[config.mk]
export PLATFORM = sky130hd
export DESIGN_NAME = ifpc_top
export DESIGN_NICKNAME = d
export VERILOG_FILES = /design/src/ifpc_pkg.sv /design/src/ifpc_top.sv
export SDC_FILE = /design/constraint.sdc
export NUM_CORES = 2
export LEC_CHECK = 0
export BUFFER_PORTS_ARGS = -buffer_cell sky130_fd_sc_hd__buf_2
export CAP_MARGIN = 30
export CELL_PAD_IN_SITES_DETAIL_PLACEMENT = 1
export CELL_PAD_IN_SITES_GLOBAL_PLACEMENT = 2
export CORE_MARGIN = 8
export CORE_UTILIZATION = 42
export CTS_CLUSTER_SIZE = 14
export DETAILED_ROUTE_END_ITERATION = 8
export PLACE_DENSITY_LB_ADDON = 0.1
export SLEW_MARGIN = 20
export SYNTH_ARGS = -nofsm -noshare
export SYNTH_HDL_FRONTEND = slang
export SYNTH_SLANG_ARGS = --single-unit
[constraint.sdc]
create_clock -name ref_clk -period 3.6 [get_ports ref_clk]
set_input_delay 0.72 -clock ref_clk [delete_from_list [all_inputs] [get_ports ref_clk]]
set_output_delay 0.72 -clock ref_clk [all_outputs]
set_load 0.005 [all_outputs]
[src/ifpc_pkg.sv]
// Constants, register indices and field layouts for the flash programming controller.
// Assumes one 250 MHz system clock and a byte-wide CPU register port.
//
// Notes on behaviour
// [RULE_01] Address high holds bits 13..8, top two zero
// [RULE_02] First data low write only stores itself
// [RULE_03] First data high loads buffer, bumps address
// [RULE_04] Enabled bit: software may clear, never set
// [RULE_05] Enabled bit high means erase/write allowed
// [RULE_06] Mode codes: write, erase, read, unlock
// [RULE_07] Software unlocks before any erase or write
// [RULE_08] Trigger starts timer; cleared at timeout
// [RULE_09] Software writes unlock patterns before timeout
// [RULE_10] Fixed six-byte unlock pattern; mismatch stays locked
// [RULE_11] Write-initiate runs erase/write, halts CPU, self-clears
// [RULE_12] Erase or write lasts about 2.2 ms
// [RULE_13] Reads need read-enable bit high
// [RULE_14] Read-initiate reads one word, halts, self-clears
// [RULE_15] Software never sets three start bits together
// [RULE_16] Software ensures slow clock stable first
// [RULE_17] Software waits for operation end first
// [RULE_18] Writing 55H to reset pattern resets chip
// [RULE_19] Buffer-clear bit clears buffer then self-clears
// [RULE_20] Buffer address stops at word 63
// [RULE_21] Buffer cleared after each write process
// [RULE_22] Software blank-checks page after erase
// [RULE_23] Software verifies write, clears buffer, retries
// [RULE_24] Software clears enabled bit when finished
// [RULE_25] Locked device ignores erase/write initiate
// [RULE_26] Page erase ignores address bits 5..0
package ifpc_pkg;
  // Sizes
  localparam int ADDR_W = 14;
  localparam int DATA_W = 16;
  localparam int PAGE_W = 6;
  localparam int BUF_WORDS = 64;
  localparam logic [PAGE_W-1:0] PAGE_LAST = 6'h3f;
  // Register indices on the byte port
  localparam logic [3:0] IDX_ADDR_LOW = 4'h0;
  localparam logic [3:0] IDX_ADDR_HIGH = 4'h1;
  localparam logic [3:0] IDX_D0_LOW = 4'h2;
  localparam logic [3:0] IDX_D0_HIGH = 4'h3;
  localparam logic [3:0] IDX_D1_LOW = 4'h4;
  localparam logic [3:0] IDX_D1_HIGH = 4'h5;
  localparam logic [3:0] IDX_D2_LOW = 4'h6;
  localparam logic [3:0] IDX_D2_HIGH = 4'h7;
  localparam logic [3:0] IDX_D3_LOW = 4'h8;
  localparam logic [3:0] IDX_D3_HIGH = 4'h9;
  localparam logic [3:0] IDX_CTRL = 4'ha;
  localparam logic [3:0] IDX_RST_PAT = 4'hb;
  localparam logic [3:0] IDX_BUF_CLR = 4'hc;
  // Field positions
  localparam int ADDR_HIGH_LSB = 8;
  localparam int BUF_CLR_BIT = 0;
  // Reset values
  localparam logic [7:0] BYTE_RESET = 8'h00;
  localparam logic [ADDR_W-1:0] ADDR_RESET = 14'h0000;
  localparam logic [DATA_W-1:0] WORD_RESET = 16'h0000;
  // Mode codes
  localparam logic [2:0] MODE_WRITE = 3'h0;
  localparam logic [2:0] MODE_ERASE = 3'h1;
  localparam logic [2:0] MODE_READ = 3'h3;
  localparam logic [2:0] MODE_UNLOCK = 3'h6;
  // Unlock pattern, second to fourth pairs
  localparam logic [DATA_W-1:0] UNLOCK_WORD1 = 16'h0400;
  localparam logic [DATA_W-1:0] UNLOCK_WORD2 = 16'h090d;
  localparam logic [DATA_W-1:0] UNLOCK_WORD3 = 16'h40c3;
  // Chip reset key
  localparam logic [7:0] CHIP_RESET_KEY = 8'h55;
  // Timing
  localparam int CLK_PERIOD_NS = 4;
  localparam int PROG_TIME_NS = 2_200_000;
  localparam int PROG_CYCLES = PROG_TIME_NS / CLK_PERIOD_NS;
  localparam int UNLOCK_TIME_NS = 1000;
  localparam int UNLOCK_CYCLES = UNLOCK_TIME_NS / CLK_PERIOD_NS;
  localparam int READ_TIME_NS = 16;
  localparam int READ_CYCLES = (READ_TIME_NS + CLK_PERIOD_NS - 1) / CLK_PERIOD_NS;
  // Control/status byte layout
  typedef struct packed {
    logic enabled;
    logic [2:0] mode;
    logic trigger;
    logic wrInit;
    logic rdEnable;
    logic rdInit;
  } ifpc_ctrl_t;
endpackage : ifpc_pkg

[src/ifpc_top.sv]
// Flash program controller: byte registers, unlock window, erase, write, read.
// Assumes the flash array shares ref_clk and samples the strobes it is given.
`timescale 1ns/10ps
module ifpc_top #(
  parameter int unsigned PROG_CYCLES_P = ifpc_pkg::PROG_CYCLES, // Erase/write busy time
  parameter int unsigned UNLOCK_CYCLES_P = ifpc_pkg::UNLOCK_CYCLES, // Unlock window
  parameter int unsigned READ_CYCLES_P = ifpc_pkg::READ_CYCLES // Word read time
) (
  input wire logic ref_clk, // System clock
  input wire logic rst_b, // Async reset, active low
  input wire logic regWr, // Register write strobe
  input wire logic regRd, // Register read strobe
  input wire logic [3:0] regIdx, // Register index
  input wire logic [7:0] regWrData, // Write byte
  output logic [7:0] regRdData, // Read byte, one cycle later
  output logic [ifpc_pkg::ADDR_W-1:0] arrayAddr, // Array word address
  output logic [ifpc_pkg::DATA_W-1:0] arrayWrData, // Array write word
  output logic arrayWrStb, // Program one word
  output logic arrayEraseStb, // Erase one page
  output logic arrayRdStb, // Read one word
  input wire logic [ifpc_pkg::DATA_W-1:0] arrayRdData, // Array read word
  output logic cpuHalt, // CPU stalled
  output logic chipReset // Whole-chip reset pulse
);
  import ifpc_pkg::*;

  // Sequencer states: idle, erase strobe, page stream, busy wait, word read
  typedef enum logic [2:0] {ST_IDLE, ST_ERASE, ST_STREAM, ST_PROG, ST_READ} ifpc_state_t;

  // Page base of an address
  function automatic logic [ADDR_W-1:0] pageBase(input logic [ADDR_W-1:0] a);
    pageBase = {a[ADDR_W-1:PAGE_W], {PAGE_W{1'b0}}};
  endfunction : pageBase

  // True on the last cycle of a count running from zero to lim-1
  function automatic logic timerDone(input logic [31:0] cnt, input int unsigned lim);
    timerDone = (cnt >= lim - 32'h0000_0001);
  endfunction : timerDone

  // Register state
  ifpc_state_t state_reg, state_next; // Sequencer state
  ifpc_ctrl_t ctrl_reg, ctrl_next; // Control/status byte
  logic [ADDR_W-1:0] addr_reg, addr_next; // Address pair
  logic [DATA_W-1:0] d0_reg, d0_next; // First data pair
  logic [DATA_W-1:0] d1_reg, d1_next; // Second data pair
  logic [DATA_W-1:0] d2_reg, d2_next; // Third data pair
  logic [DATA_W-1:0] d3_reg, d3_next; // Fourth data pair
  logic [7:0] rstPat_reg, rstPat_next; // Chip reset pattern
  logic clr_reg, clr_next; // Buffer-clear bit
  logic [DATA_W-1:0] buf_reg [BUF_WORDS]; // Page write buffer
  logic [DATA_W-1:0] buf_next [BUF_WORDS];
  logic [PAGE_W-1:0] idx_reg, idx_next; // Stream index
  // Counters are wide enough for the full busy time
  logic [31:0] opCnt_reg, opCnt_next; // Busy timer
  logic [31:0] unlCnt_reg, unlCnt_next; // Unlock timer
  logic opWrite_reg, opWrite_next; // Current op is write
  // Output flops
  logic [7:0] rdData_reg, rdData_next;
  logic [ADDR_W-1:0] aAddr_reg, aAddr_next;
  logic [DATA_W-1:0] aData_reg, aData_next;
  logic wrStb_reg, wrStb_next;
  logic erStb_reg, erStb_next;
  logic rdStb_reg, rdStb_next;
  logic halt_reg, halt_next;
  logic chipRst_reg, chipRst_next;
  // Helpers
  ifpc_ctrl_t wrCtrl; // Incoming control byte
  logic unlockOk; // Pattern matches
  logic enSet; // Hardware sets enabled

  // Incoming byte seen as a control word
  assign wrCtrl = ifpc_ctrl_t'(regWrData);
  // All three unlock words must match at once
  assign unlockOk = (d1_reg == UNLOCK_WORD1) && (d2_reg == UNLOCK_WORD2) && (d3_reg == UNLOCK_WORD3); // RULE_10

  // Next-state logic for all registers
  always_comb begin
    // Every register but the strobes, pulses and halt holds unless a branch below changes it
    state_next = state_reg;
    ctrl_next = ctrl_reg;
    addr_next = addr_reg;
    d0_next = d0_reg;
    d1_next = d1_reg;
    d2_next = d2_reg;
    d3_next = d3_reg;
    rstPat_next = rstPat_reg;
    clr_next = clr_reg;
    buf_next = buf_reg;
    idx_next = idx_reg;
    opCnt_next = opCnt_reg;
    unlCnt_next = unlCnt_reg;
    opWrite_next = opWrite_reg;
    rdData_next = rdData_reg;
    aAddr_next = aAddr_reg;
    aData_next = aData_reg;
    // Strobes and pulses default low
    wrStb_next = 1'b0;
    erStb_next = 1'b0;
    rdStb_next = 1'b0;
    chipRst_next = 1'b0;
    enSet = 1'b0;

    // Register read mux
    // Read data is registered and shows the cycle after the strobe
    if (regRd) begin
      case (regIdx)
        IDX_ADDR_LOW: rdData_next = addr_reg[7:0];
        IDX_ADDR_HIGH: rdData_next = {2'b00, addr_reg[ADDR_W-1:ADDR_HIGH_LSB]}; // RULE_01
        IDX_D0_LOW: rdData_next = d0_reg[7:0];
        IDX_D0_HIGH: rdData_next = d0_reg[15:8];
        IDX_D1_LOW: rdData_next = d1_reg[7:0];
        IDX_D1_HIGH: rdData_next = d1_reg[15:8];
        IDX_D2_LOW: rdData_next = d2_reg[7:0];
        IDX_D2_HIGH: rdData_next = d2_reg[15:8];
        IDX_D3_LOW: rdData_next = d3_reg[7:0];
        IDX_D3_HIGH: rdData_next = d3_reg[15:8];
        IDX_CTRL: rdData_next = ctrl_reg; // RULE_05
        IDX_RST_PAT: rdData_next = rstPat_reg;
        IDX_BUF_CLR: rdData_next = {7'h00, clr_reg};
        default: rdData_next = BYTE_RESET; // Unmapped reads zero
      endcase
    end

    // Unlock window timer
    if (ctrl_reg.trigger) begin
      // The pattern is judged only when the window closes
      if (timerDone(unlCnt_reg, UNLOCK_CYCLES_P)) begin
        ctrl_next.trigger = 1'b0; // RULE_08
        unlCnt_next = 32'h0000_0000;
        enSet = (ctrl_reg.mode == MODE_UNLOCK) && unlockOk; // RULE_10
      end else begin
        unlCnt_next = unlCnt_reg + 32'h0000_0001;
      end
    end

    // Buffer clear takes one cycle
    // A write setting the bit again in this cycle wins
    if (clr_reg) begin
      for (int i = 0; i < BUF_WORDS; i++) begin
        buf_next[i] = WORD_RESET; // RULE_19
      end
      clr_next = 1'b0; // RULE_19
    end

    // Register writes, only while the CPU runs
    if (regWr && state_reg == ST_IDLE) begin
      case (regIdx)
        IDX_ADDR_LOW: addr_next[7:0] = regWrData;
        IDX_ADDR_HIGH: addr_next[ADDR_W-1:ADDR_HIGH_LSB] = regWrData[5:0]; // RULE_01
        IDX_D0_LOW: d0_next[7:0] = regWrData; // RULE_02
        IDX_D0_HIGH: begin
          d0_next[15:8] = regWrData;
          // Locked: the address still steps and the high byte is kept, the buffer is not written
          if (ctrl_reg.enabled) begin
            buf_next[addr_reg[PAGE_W-1:0]] = {regWrData, d0_reg[7:0]}; // RULE_03
          end
          // The address freezes on the last word of the page
          if (addr_reg[PAGE_W-1:0] != PAGE_LAST) begin
            addr_next = addr_reg + 14'h0001; // RULE_03 RULE_20
          end
        end
        // Unlock pattern registers are plain storage
        IDX_D1_LOW: d1_next[7:0] = regWrData;
        IDX_D1_HIGH: d1_next[15:8] = regWrData;
        IDX_D2_LOW: d2_next[7:0] = regWrData;
        IDX_D2_HIGH: d2_next[15:8] = regWrData;
        IDX_D3_LOW: d3_next[7:0] = regWrData;
        IDX_D3_HIGH: d3_next[15:8] = regWrData;
        IDX_CTRL: begin
          // Mode and read-enable follow the written byte
          ctrl_next.mode = wrCtrl.mode; // RULE_06
          ctrl_next.rdEnable = wrCtrl.rdEnable; // RULE_13
          // Writing one to the enabled bit does nothing
          if (!wrCtrl.enabled) begin
            ctrl_next.enabled = 1'b0; // RULE_04
          end
          // A running window is never restarted
          if (wrCtrl.trigger && !ctrl_reg.trigger) begin
            ctrl_next.trigger = 1'b1; // RULE_08
            unlCnt_next = 32'h0000_0000;
          end
          if (wrCtrl.wrInit && ctrl_reg.enabled) begin
            // Locked device ignores the request
            if (wrCtrl.mode == MODE_ERASE) begin
              // One erase strobe at the page base, then wait
              ctrl_next.wrInit = 1'b1; // RULE_11 RULE_25
              state_next = ST_ERASE;
              opWrite_next = 1'b0;
              erStb_next = 1'b1;
              aAddr_next = pageBase(addr_reg); // RULE_26
              opCnt_next = 32'h0000_0000;
            end else if (wrCtrl.mode == MODE_WRITE) begin
              // Stream the whole buffer, then wait
              ctrl_next.wrInit = 1'b1; // RULE_11 RULE_25
              state_next = ST_STREAM;
              opWrite_next = 1'b1;
              idx_next = {PAGE_W{1'b0}};
            end
          end else if (wrCtrl.rdInit && wrCtrl.rdEnable && wrCtrl.mode == MODE_READ) begin
            // Read-enable and read mode must come in the same byte
            ctrl_next.rdInit = 1'b1; // RULE_13 RULE_14
            state_next = ST_READ;
            rdStb_next = 1'b1;
            aAddr_next = addr_reg;
            opCnt_next = 32'h0000_0000;
          end
        end
        IDX_RST_PAT: begin
          // Any value is kept; only the key pulses reset
          rstPat_next = regWrData;
          chipRst_next = (regWrData == CHIP_RESET_KEY); // RULE_18
        end
        IDX_BUF_CLR: begin
          // Only bit zero is implemented
          if (regWrData[BUF_CLR_BIT]) begin
            clr_next = 1'b1; // RULE_19
          end
        end
        default: ; // Unmapped writes ignored
      endcase
    end

    // Hardware set of enabled wins over a same-cycle clear
    if (enSet) begin
      ctrl_next.enabled = 1'b1; // RULE_04 RULE_05
    end

    // Sequencer
    case (state_reg)
      ST_IDLE: ;
      ST_ERASE: begin
        // Gives the erase strobe its single cycle
        state_next = ST_PROG; // Erase strobe already issued
      end
      ST_STREAM: begin
        // Hand the whole page to the array, one word per cycle
        wrStb_next = 1'b1;
        aAddr_next = {addr_reg[ADDR_W-1:PAGE_W], idx_reg};
        aData_next = buf_reg[idx_reg];
        // The last word hands over to the busy wait
        if (idx_reg == PAGE_LAST) begin
          state_next = ST_PROG;
          opCnt_next = 32'h0000_0000;
        end else begin
          idx_next = idx_reg + 6'h01;
        end
      end
      ST_PROG: begin
        // Array busy time; the CPU stays halted
        if (timerDone(opCnt_reg, PROG_CYCLES_P)) begin
          ctrl_next.wrInit = 1'b0; // RULE_11 RULE_12
          state_next = ST_IDLE;
          // Written data is dropped so the next page starts clean
          if (opWrite_reg) begin
            for (int i = 0; i < BUF_WORDS; i++) begin
              buf_next[i] = WORD_RESET; // RULE_21
            end
          end
        end else begin
          opCnt_next = opCnt_reg + 32'h0000_0001;
        end
      end
      ST_READ: begin
        // Data is taken on the last cycle of the access time
        if (timerDone(opCnt_reg, READ_CYCLES_P)) begin
          d0_next = arrayRdData; // RULE_14
          ctrl_next.rdInit = 1'b0; // RULE_14
          state_next = ST_IDLE;
        end else begin
          opCnt_next = opCnt_reg + 32'h0000_0001;
        end
      end
      // An unknown state falls back to idle
      default: state_next = ST_IDLE;
    endcase

    // Halt follows the next state so both flops agree
    halt_next = (state_next != ST_IDLE); // RULE_11 RULE_14
  end

  // Register everything
  always_ff @(posedge ref_clk or negedge rst_b) begin
    if (!rst_b) begin
      state_reg <= ST_IDLE;
      ctrl_reg <= ifpc_ctrl_t'(BYTE_RESET);
      addr_reg <= ADDR_RESET;
      d0_reg <= WORD_RESET;
      d1_reg <= WORD_RESET;
      d2_reg <= WORD_RESET;
      d3_reg <= WORD_RESET;
      rstPat_reg <= BYTE_RESET;
      clr_reg <= 1'b0;
      // Every buffer word clears at once
      for (int i = 0; i < BUF_WORDS; i++) begin
        buf_reg[i] <= WORD_RESET;
      end
      idx_reg <= {PAGE_W{1'b0}};
      opCnt_reg <= 32'h0000_0000;
      unlCnt_reg <= 32'h0000_0000;
      opWrite_reg <= 1'b0;
      rdData_reg <= BYTE_RESET;
      aAddr_reg <= ADDR_RESET;
      aData_reg <= WORD_RESET;
      wrStb_reg <= 1'b0;
      erStb_reg <= 1'b0;
      rdStb_reg <= 1'b0;
      halt_reg <= 1'b0;
      chipRst_reg <= 1'b0;
    end else begin
      // Normal operation takes the next values
      state_reg <= state_next;
      ctrl_reg <= ctrl_next;
      addr_reg <= addr_next;
      d0_reg <= d0_next;
      d1_reg <= d1_next;
      d2_reg <= d2_next;
      d3_reg <= d3_next;
      rstPat_reg <= rstPat_next;
      clr_reg <= clr_next;
      buf_reg <= buf_next;
      idx_reg <= idx_next;
      opCnt_reg <= opCnt_next;
      unlCnt_reg <= unlCnt_next;
      opWrite_reg <= opWrite_next;
      rdData_reg <= rdData_next;
      aAddr_reg <= aAddr_next;
      aData_reg <= aData_next;
      wrStb_reg <= wrStb_next;
      erStb_reg <= erStb_next;
      rdStb_reg <= rdStb_next;
      halt_reg <= halt_next;
      chipRst_reg <= chipRst_next;
    end
  end

  // Outputs straight from flops
  // Nothing combinational reaches a port
  assign regRdData = rdData_reg;
  assign arrayAddr = aAddr_reg;
  assign arrayWrData = aData_reg;
  assign arrayWrStb = wrStb_reg;
  assign arrayEraseStb = erStb_reg;
  assign arrayRdStb = rdStb_reg;
  assign cpuHalt = halt_reg;
  assign chipReset = chipRst_reg;
endmodule : ifpc_top

== Yosys cells after proc, flatten, opt, wreduce, memory -nomap -nowiden ==
Cells that the tools add are included.

* Register bits: 1236
* Bits of input ports: 32
* Word-level logic and storage cells: 262

* $add $sub $neg: 4
* Order comparisons: 6
* Eq/ne operators: 28
* Muxes and demuxes: 93
* Bitwise gates (word level): 2
* Reductions and logical operators: 35

{| class="wikitable"
|+ Operators by type and width
! cell !! count
|-
| two-way mux 1024 bit || 7
|-
| bitwise mux 1024 bit || 1
|-
| two-way mux 32 bit || 13
|-
| one-hot mux 8 bit (13 select lines) || 1
|-
| two-way mux 14 bit || 7
|-
| binary-select mux 16 bit (select 6 bit) || 1
|-
| demux 16 bit (select 6 bit) || 1
|-
| two-way mux 16 bit || 6
|-
| one-hot mux 32 bit (3 select lines) || 1
|-
| adder 32 x 1 -> 32 bit (second input constant) || 2
|-
| two-way mux 6 bit || 7
|-
| >= comparator 32 x 2 -> 1 bit (second input constant) || 1
|-
| >= comparator 32 x 20 -> 1 bit (second input constant) || 1
|-
| >= comparator 32 x 8 -> 1 bit (second input constant) || 1
|-
| two-way mux 1 bit || 32
|-
| two-way mux 8 bit || 4
|-
| two-way mux 3 bit || 9
|-
| equality test 4 bit (second input constant) || 5
|-
| equality test 16 x 11 -> 1 bit (second input constant) || 1
|-
| equality test 16 x 12 -> 1 bit (second input constant) || 1
|-
| equality test 16 x 15 -> 1 bit (second input constant) || 1
|-
| equality test 4 x 3 -> 1 bit (second input constant) || 4
|-
| one-hot mux 8 bit (2 select lines) || 1
|-
| AND reduction 2 bit || 8
|-
| 26 further kinds || 52
|}

== Depth between registers and ports, before layout ==
* Depth after elaboration: 12
* Depth in mapped cells: 12

== Worst setup path after synthesis ==
OpenSTA, ideal clock, no wires.

* Path type: input -> register
* Start: in regIdx[1]
* End: reg opCnt_reg[9]
* Arrival time: 2.581 ns
* Data required time: 3.474 ns
* Path slack: 0.893 ns
* Cell stages on the path: 12
* Path through: buf_2 -> nor2b_1 -> clkbuf_1 -> nand3_2 -> nor2_1 -> nand2_1 -> inv_2 -> a21oi_1 -> and2_1 -> buf_6 -> buf_6 -> a221o_1

* Longest elaborated chain between the ends: 5
* Elaborated cells between the ends (all ways): 7
* Those cells by class: 1 x eq/ne; 6 x mux

{| class="wikitable"
|+ RTL lines
! what !! RTL line !! text
|-
| start: declaration || ifpc_top.sv:13 || <nowiki>input wire logic [3:0] regIdx,</nowiki>
|-
| equality test 4 bit (*) || ifpc_top.sv:147 || <nowiki>case (regIdx)</nowiki>
|-
| two-way mux 32 bit (*) || ifpc_top.sv:147 ||
|-
| two-way mux 32 bit (*) || ifpc_top.sv:146 || <nowiki>if (regWr && state_reg == ST_IDLE) begin</nowiki>
|-
| two-way mux 32 bit (on tied branches) || ifpc_top.sv:265, ifpc_top.sv:241, ifpc_top.sv:250 ||
|-
| one-hot mux 32 bit (3 select lines) (*) || ifpc_top.sv:229 || <nowiki>case (state_reg)</nowiki>
|-
| via opCnt_next[9] || ifpc_top.sv:54 || <nowiki>logic [31:0] opCnt_reg, opCnt_next;</nowiki>
|-
| end signal: assignment || ifpc_top.sv:322 || <nowiki>opCnt_reg <= opCnt_next;</nowiki>
|-
| end: declaration || ifpc_top.sv:54 ||
|}

The timed path passes the listed nets; every way through them passes the cells marked *.
A chain may end at the register's enable or synchronous reset.

== Worst setup path in the final report ==
* Start: reg idx_reg[0]
* End: reg aData_reg[5], in the netlist arrayWrData[5]

* Longest elaborated chain between the ends: 4

{| class="wikitable"
|+ RTL lines
! what !! RTL line !! text
|-
| start: declaration || ifpc_top.sv:52 || <nowiki>logic [PAGE_W-1:0] idx_reg, idx_next;</nowiki>
|-
| start signal: assignment || ifpc_top.sv:297 || <nowiki>idx_reg <= {PAGE_W{1'b0}};</nowiki>
|-
| start signal: assignment || ifpc_top.sv:321 || <nowiki>idx_reg <= idx_next;</nowiki>
|-
| NOT 6 -> 7 bit (implied by the code) || ifpc_top.sv:239 || <nowiki>aData_next = buf_reg[idx_reg];</nowiki>
|-
| binary-select mux 16 bit (select 6 bit) || ifpc_top.sv:239 ||
|-
| two-way mux 16 bit (implied by the code) (2 in series) || ifpc_top.sv:239 ||
|-
| end signal: assignment || ifpc_top.sv:327 || <nowiki>aData_reg <= aData_next;</nowiki>
|-
| end: declaration || ifpc_top.sv:60 || <nowiki>logic [DATA_W-1:0] aData_reg, aData_next;</nowiki>
|}

No other way between the ends. The select of a mux whose other input is x is not followed.

==> summary.md <==
| Metric | Value |
|---|---|
| Outcome | complete, no violations |
| CTS Buf Count | approximately 150 |
| CTS resizes | 0 |
| Core Area | ~0.15 sq mm |
| Clk buf depth | 3 |
| Mapped cell area | 0.0614 sq mm |
| GRT Total Usage | around 30% |
| Synth top cells by count | 1,236 x dfrtp_1, 1,085 x a21oi_1, 845 x nand2_1 |
| R2R cell count | 7 |
| Number of clock sinks | 1,236 |
| R2R Path Start | idx_reg[0] |
| Hold endpoint | d0_reg[14] |
| DRC viols | 0 |
| Port Buffers | 74 |
| Multi-input gate area | roughly 0.028 sq mm |
| Synth Register Bits | approximately 1,200 |
| Syn_nets | a little over 6,000 |
| Vias in the first global route | ~54,000 |
| FFs w/ async S/R, synth | between 90% and 100% |
| Hold wc startpoint | arrayRdData[14] |
| Max cap viols | 0 |
| Avg Inst Size Synth | roughly 10 sq um |
| R2r endpoint | arrayWrData[5] |
| Initial antenna violation count | 6 |
| Largest register FFs | about 1,000 |
| Final ANT Viol Nets | 0 |
| Rel. slew slack | between 30 and 40% |
| Pwr Density | 610 mW/mm^2 |
| # rows | between 100 and 150 |
| Die Y | between 300 and 400 um |
| H-tree depth | 4 |
| Ports | 75 |
| Final setup vio count | 0 |
| Number of cells on the worst hold path | 2 |
| Slew @ Worst Pin | 1.01 ns |
| Top cells by area, synth | dfrtp_1 50%, mux4_2 10%, a21oi_1 8.8%, nand3_1 6.1%, nand2_1 5.2% |
| DP Worst Slack | just over 0.4 ns |
| Synth Warn # | 0 |
| Post-layout worst setup margin | between 0.3 and 0.4 ns |
| Clk slew on worst S/H paths | ~0.060 ns |
| CP max FO | 15 |
| Nets | 6,160 |
| Min-Delay Path Class | input port to register |
| Finished Layout Cells | about 8,000 |
| Die Wd | 398 um |
| Period utilisation layout | ~90% |
| Via density | around 6.3 |
| CP endpoint kind | register |
| Half-perimeter wire length after placement | around 160,000 um |
| Clock Skews | 0.0215 ns |
| WS Path Type | register to register |
| Ys flop type | dfrtp_1 |
| Setup Buffers After CTS | 0 |
| Worst Path Arrival | ~4 ns |
| Fin crit period | 3.23 ns |
| Area Growth Syn to Fin | 14.1% |
| IR drop worst, VDD | about 380 uV |
| Gr ovfl total | 0 |
| Sequential-to-total area share from yosys stat | 50.4% |
| Synth top area share | roughly half |
| Post-synth EDFFs | 0 |
| DR vias | 51,700 |
| Util after Layout | between 40% and 50% |
| CP Launch Type | register |
| Routed WL | 243,000 um |
| Root Buffer | clkbuf_16 |
| First-iteration detailed-routing DRC count | around 4,400 |
| Clk_lat worst skew | approximately 0.79 ns |
| Setup_tns | 0 ns |
| Static leakage | ~29 nW |
| Die ar. | between 0.15 and 0.2 sq mm |
| Fin. Hold Viols | 0 |
| Post-DR wirelength/cell | 29.8 um |
| Largest area contributor in the netlist | dfrtp_1 |
| CTS tree | built |
| Starting density of the core | 42.2% |
| Drt pass-1 iters | 5 |
| Worst path required time | 4.27 ns |
| Placed Instances | about 7,900 |
| Syn Inst Count | around 6,200 |
| Synth unique cells | 73 |
| Fillers | ~16,000 |
| Cell with the most instances after synthesis | dfrtp_1 |
| Global-route wire length before repair | roughly 370,000 um |
| Largest net degree at the start of global routing | 118 |
| Register area | between 0.03 and 0.04 sq mm |
| Slew Limit Fails | 0 |
| Fmax | slightly above 0.3 GHz |
| RSZ-0062 raised after global routing | no |
| Final Wtd Congestion | roughly 0.87 |
| R2R Setup Slk | 0.37 ns |
| Fraction of layout cells with a size suffix above 1 | between 10% and 20% |
-- kinds of logic after synthesis --
logic type | count (synthesis) | synth area share (%)
AO/OA/AOI/OAI | 1511 | 14.1
XOR/XNOR | 16 | 0.228
adder cells (fa/ha/maj) | 6 | 0.122
buffers and inverters | 680 | 4.61
flip-flops | 1236 | 50.4
multiplexers | 389 | 12.1
AND/OR/NAND/NOR | 2362 | 18.4
-- repair_timing --
| action | 4_1_cts | 5_1_grt |
|---|---|---|
| endpoints found under the hold margin | 41 | 0 |
| endpoints found under the setup margin | 0 | 0 |
| hold buffers | 1 | 0 |
-- metrics by stage --
stage | hold slack (ns) | total power, mW | instance area (sq um)
3_5_place_dp | 0.483 | 27.6 | 65100
5_1_grt | 0.156 | 44.1 | 70000
4_1_cts | 0.127 | 42.9 | 70000
2_1_floorplan | 0.424 | 22.0 | 61400
3_3_place_gp | 0.477 | 27.4 | 65000
6_report | 0.172 | 42.7 | 70000
-- worst max path at each step --
stage	depth (start not counted)	endpoint	startpoint	slack, ns
2_1_floorplan	12	opCnt_reg[9]	regIdx[1]	0.89
3_3_place_gp	7	arrayWrData[3]	idx_reg[0]	0.36
3_5_place_dp	7	arrayWrData[5]	idx_reg[0]	0.41
4_1_cts	7	arrayWrData[5]	idx_reg[0]	0.41
5_1_grt	6	arrayWrData[9]	state_reg[1]	0.35
6_report	7	arrayWrData[5]	idx_reg[0]	0.37
-- routing by layer --
metal / part of all wire, % / GRT usage, %
met1: 44 / 42.5
met2: 46 / 47.8
met3: 6.1 / 5.23
met4: 4.0 / 11.3
met5: 0.0053 / 0
-- cell usage in the layout, fill, tap and decap left out, types with 15 or more instances in the layout --
cell       instances
a211oi_1         206
a21oi_1         1085
a22oi_1           39
a31oi_1           15
and3_1            47
buf_12            64
buf_2             68
buf_4            291
clkbuf_1          36
clkbuf_16        155
clkbuf_8          38
clkinv_2          23
dfrtp_1         1223
inv_1             19
mux2_2            79
mux2i_1           35
mux4_2           275
nand2_1          844
nand3_1          748
nand3b_1          16
nand4_1           35
nor2_1           348
nor2b_1           16
nor3_1            26
nor3_2            71
nor3b_1          103
nor4_1            20
o21ai_0           31
o221ai_1          16
o22ai_1           17
o32a_1            16
or3_1             28
-- area by class of cell --
| type | count | share of cell area [%] |
|---|---|---|
| clock buffer | 229 | 6.48 |
| tap | 1917 | 3.43 |
| timing repair buffer | 430 | 5.58 |
| sequential | 1236 | 44.2 |
| antenna | 1 | 0.00358 |
| inverter | 21 | 0.123 |
| multi-input combinational | 4284 | 39.7 |
| clock inverter | 36 | 0.481 |
-- where the power goes --
group          total (mW)  switching (mW)  internal [mW]
Combinational        10.7            6.60           4.15
Clock                15.2            6.26           8.95
Sequential           16.7            1.81           14.9
Total                42.7            14.7           28.0
-- worst max-delay path, cell delays in order (launching register included) --
cell,delay (ns)
dfrtp_4,0.60
buf_12,0.25
buf_12,0.21
buf_4,0.20
mux4_2,0.51
a22oi_1,0.36
nand4_1,0.45
o32a_1,0.48
Power figures use the tool's default switching activity.
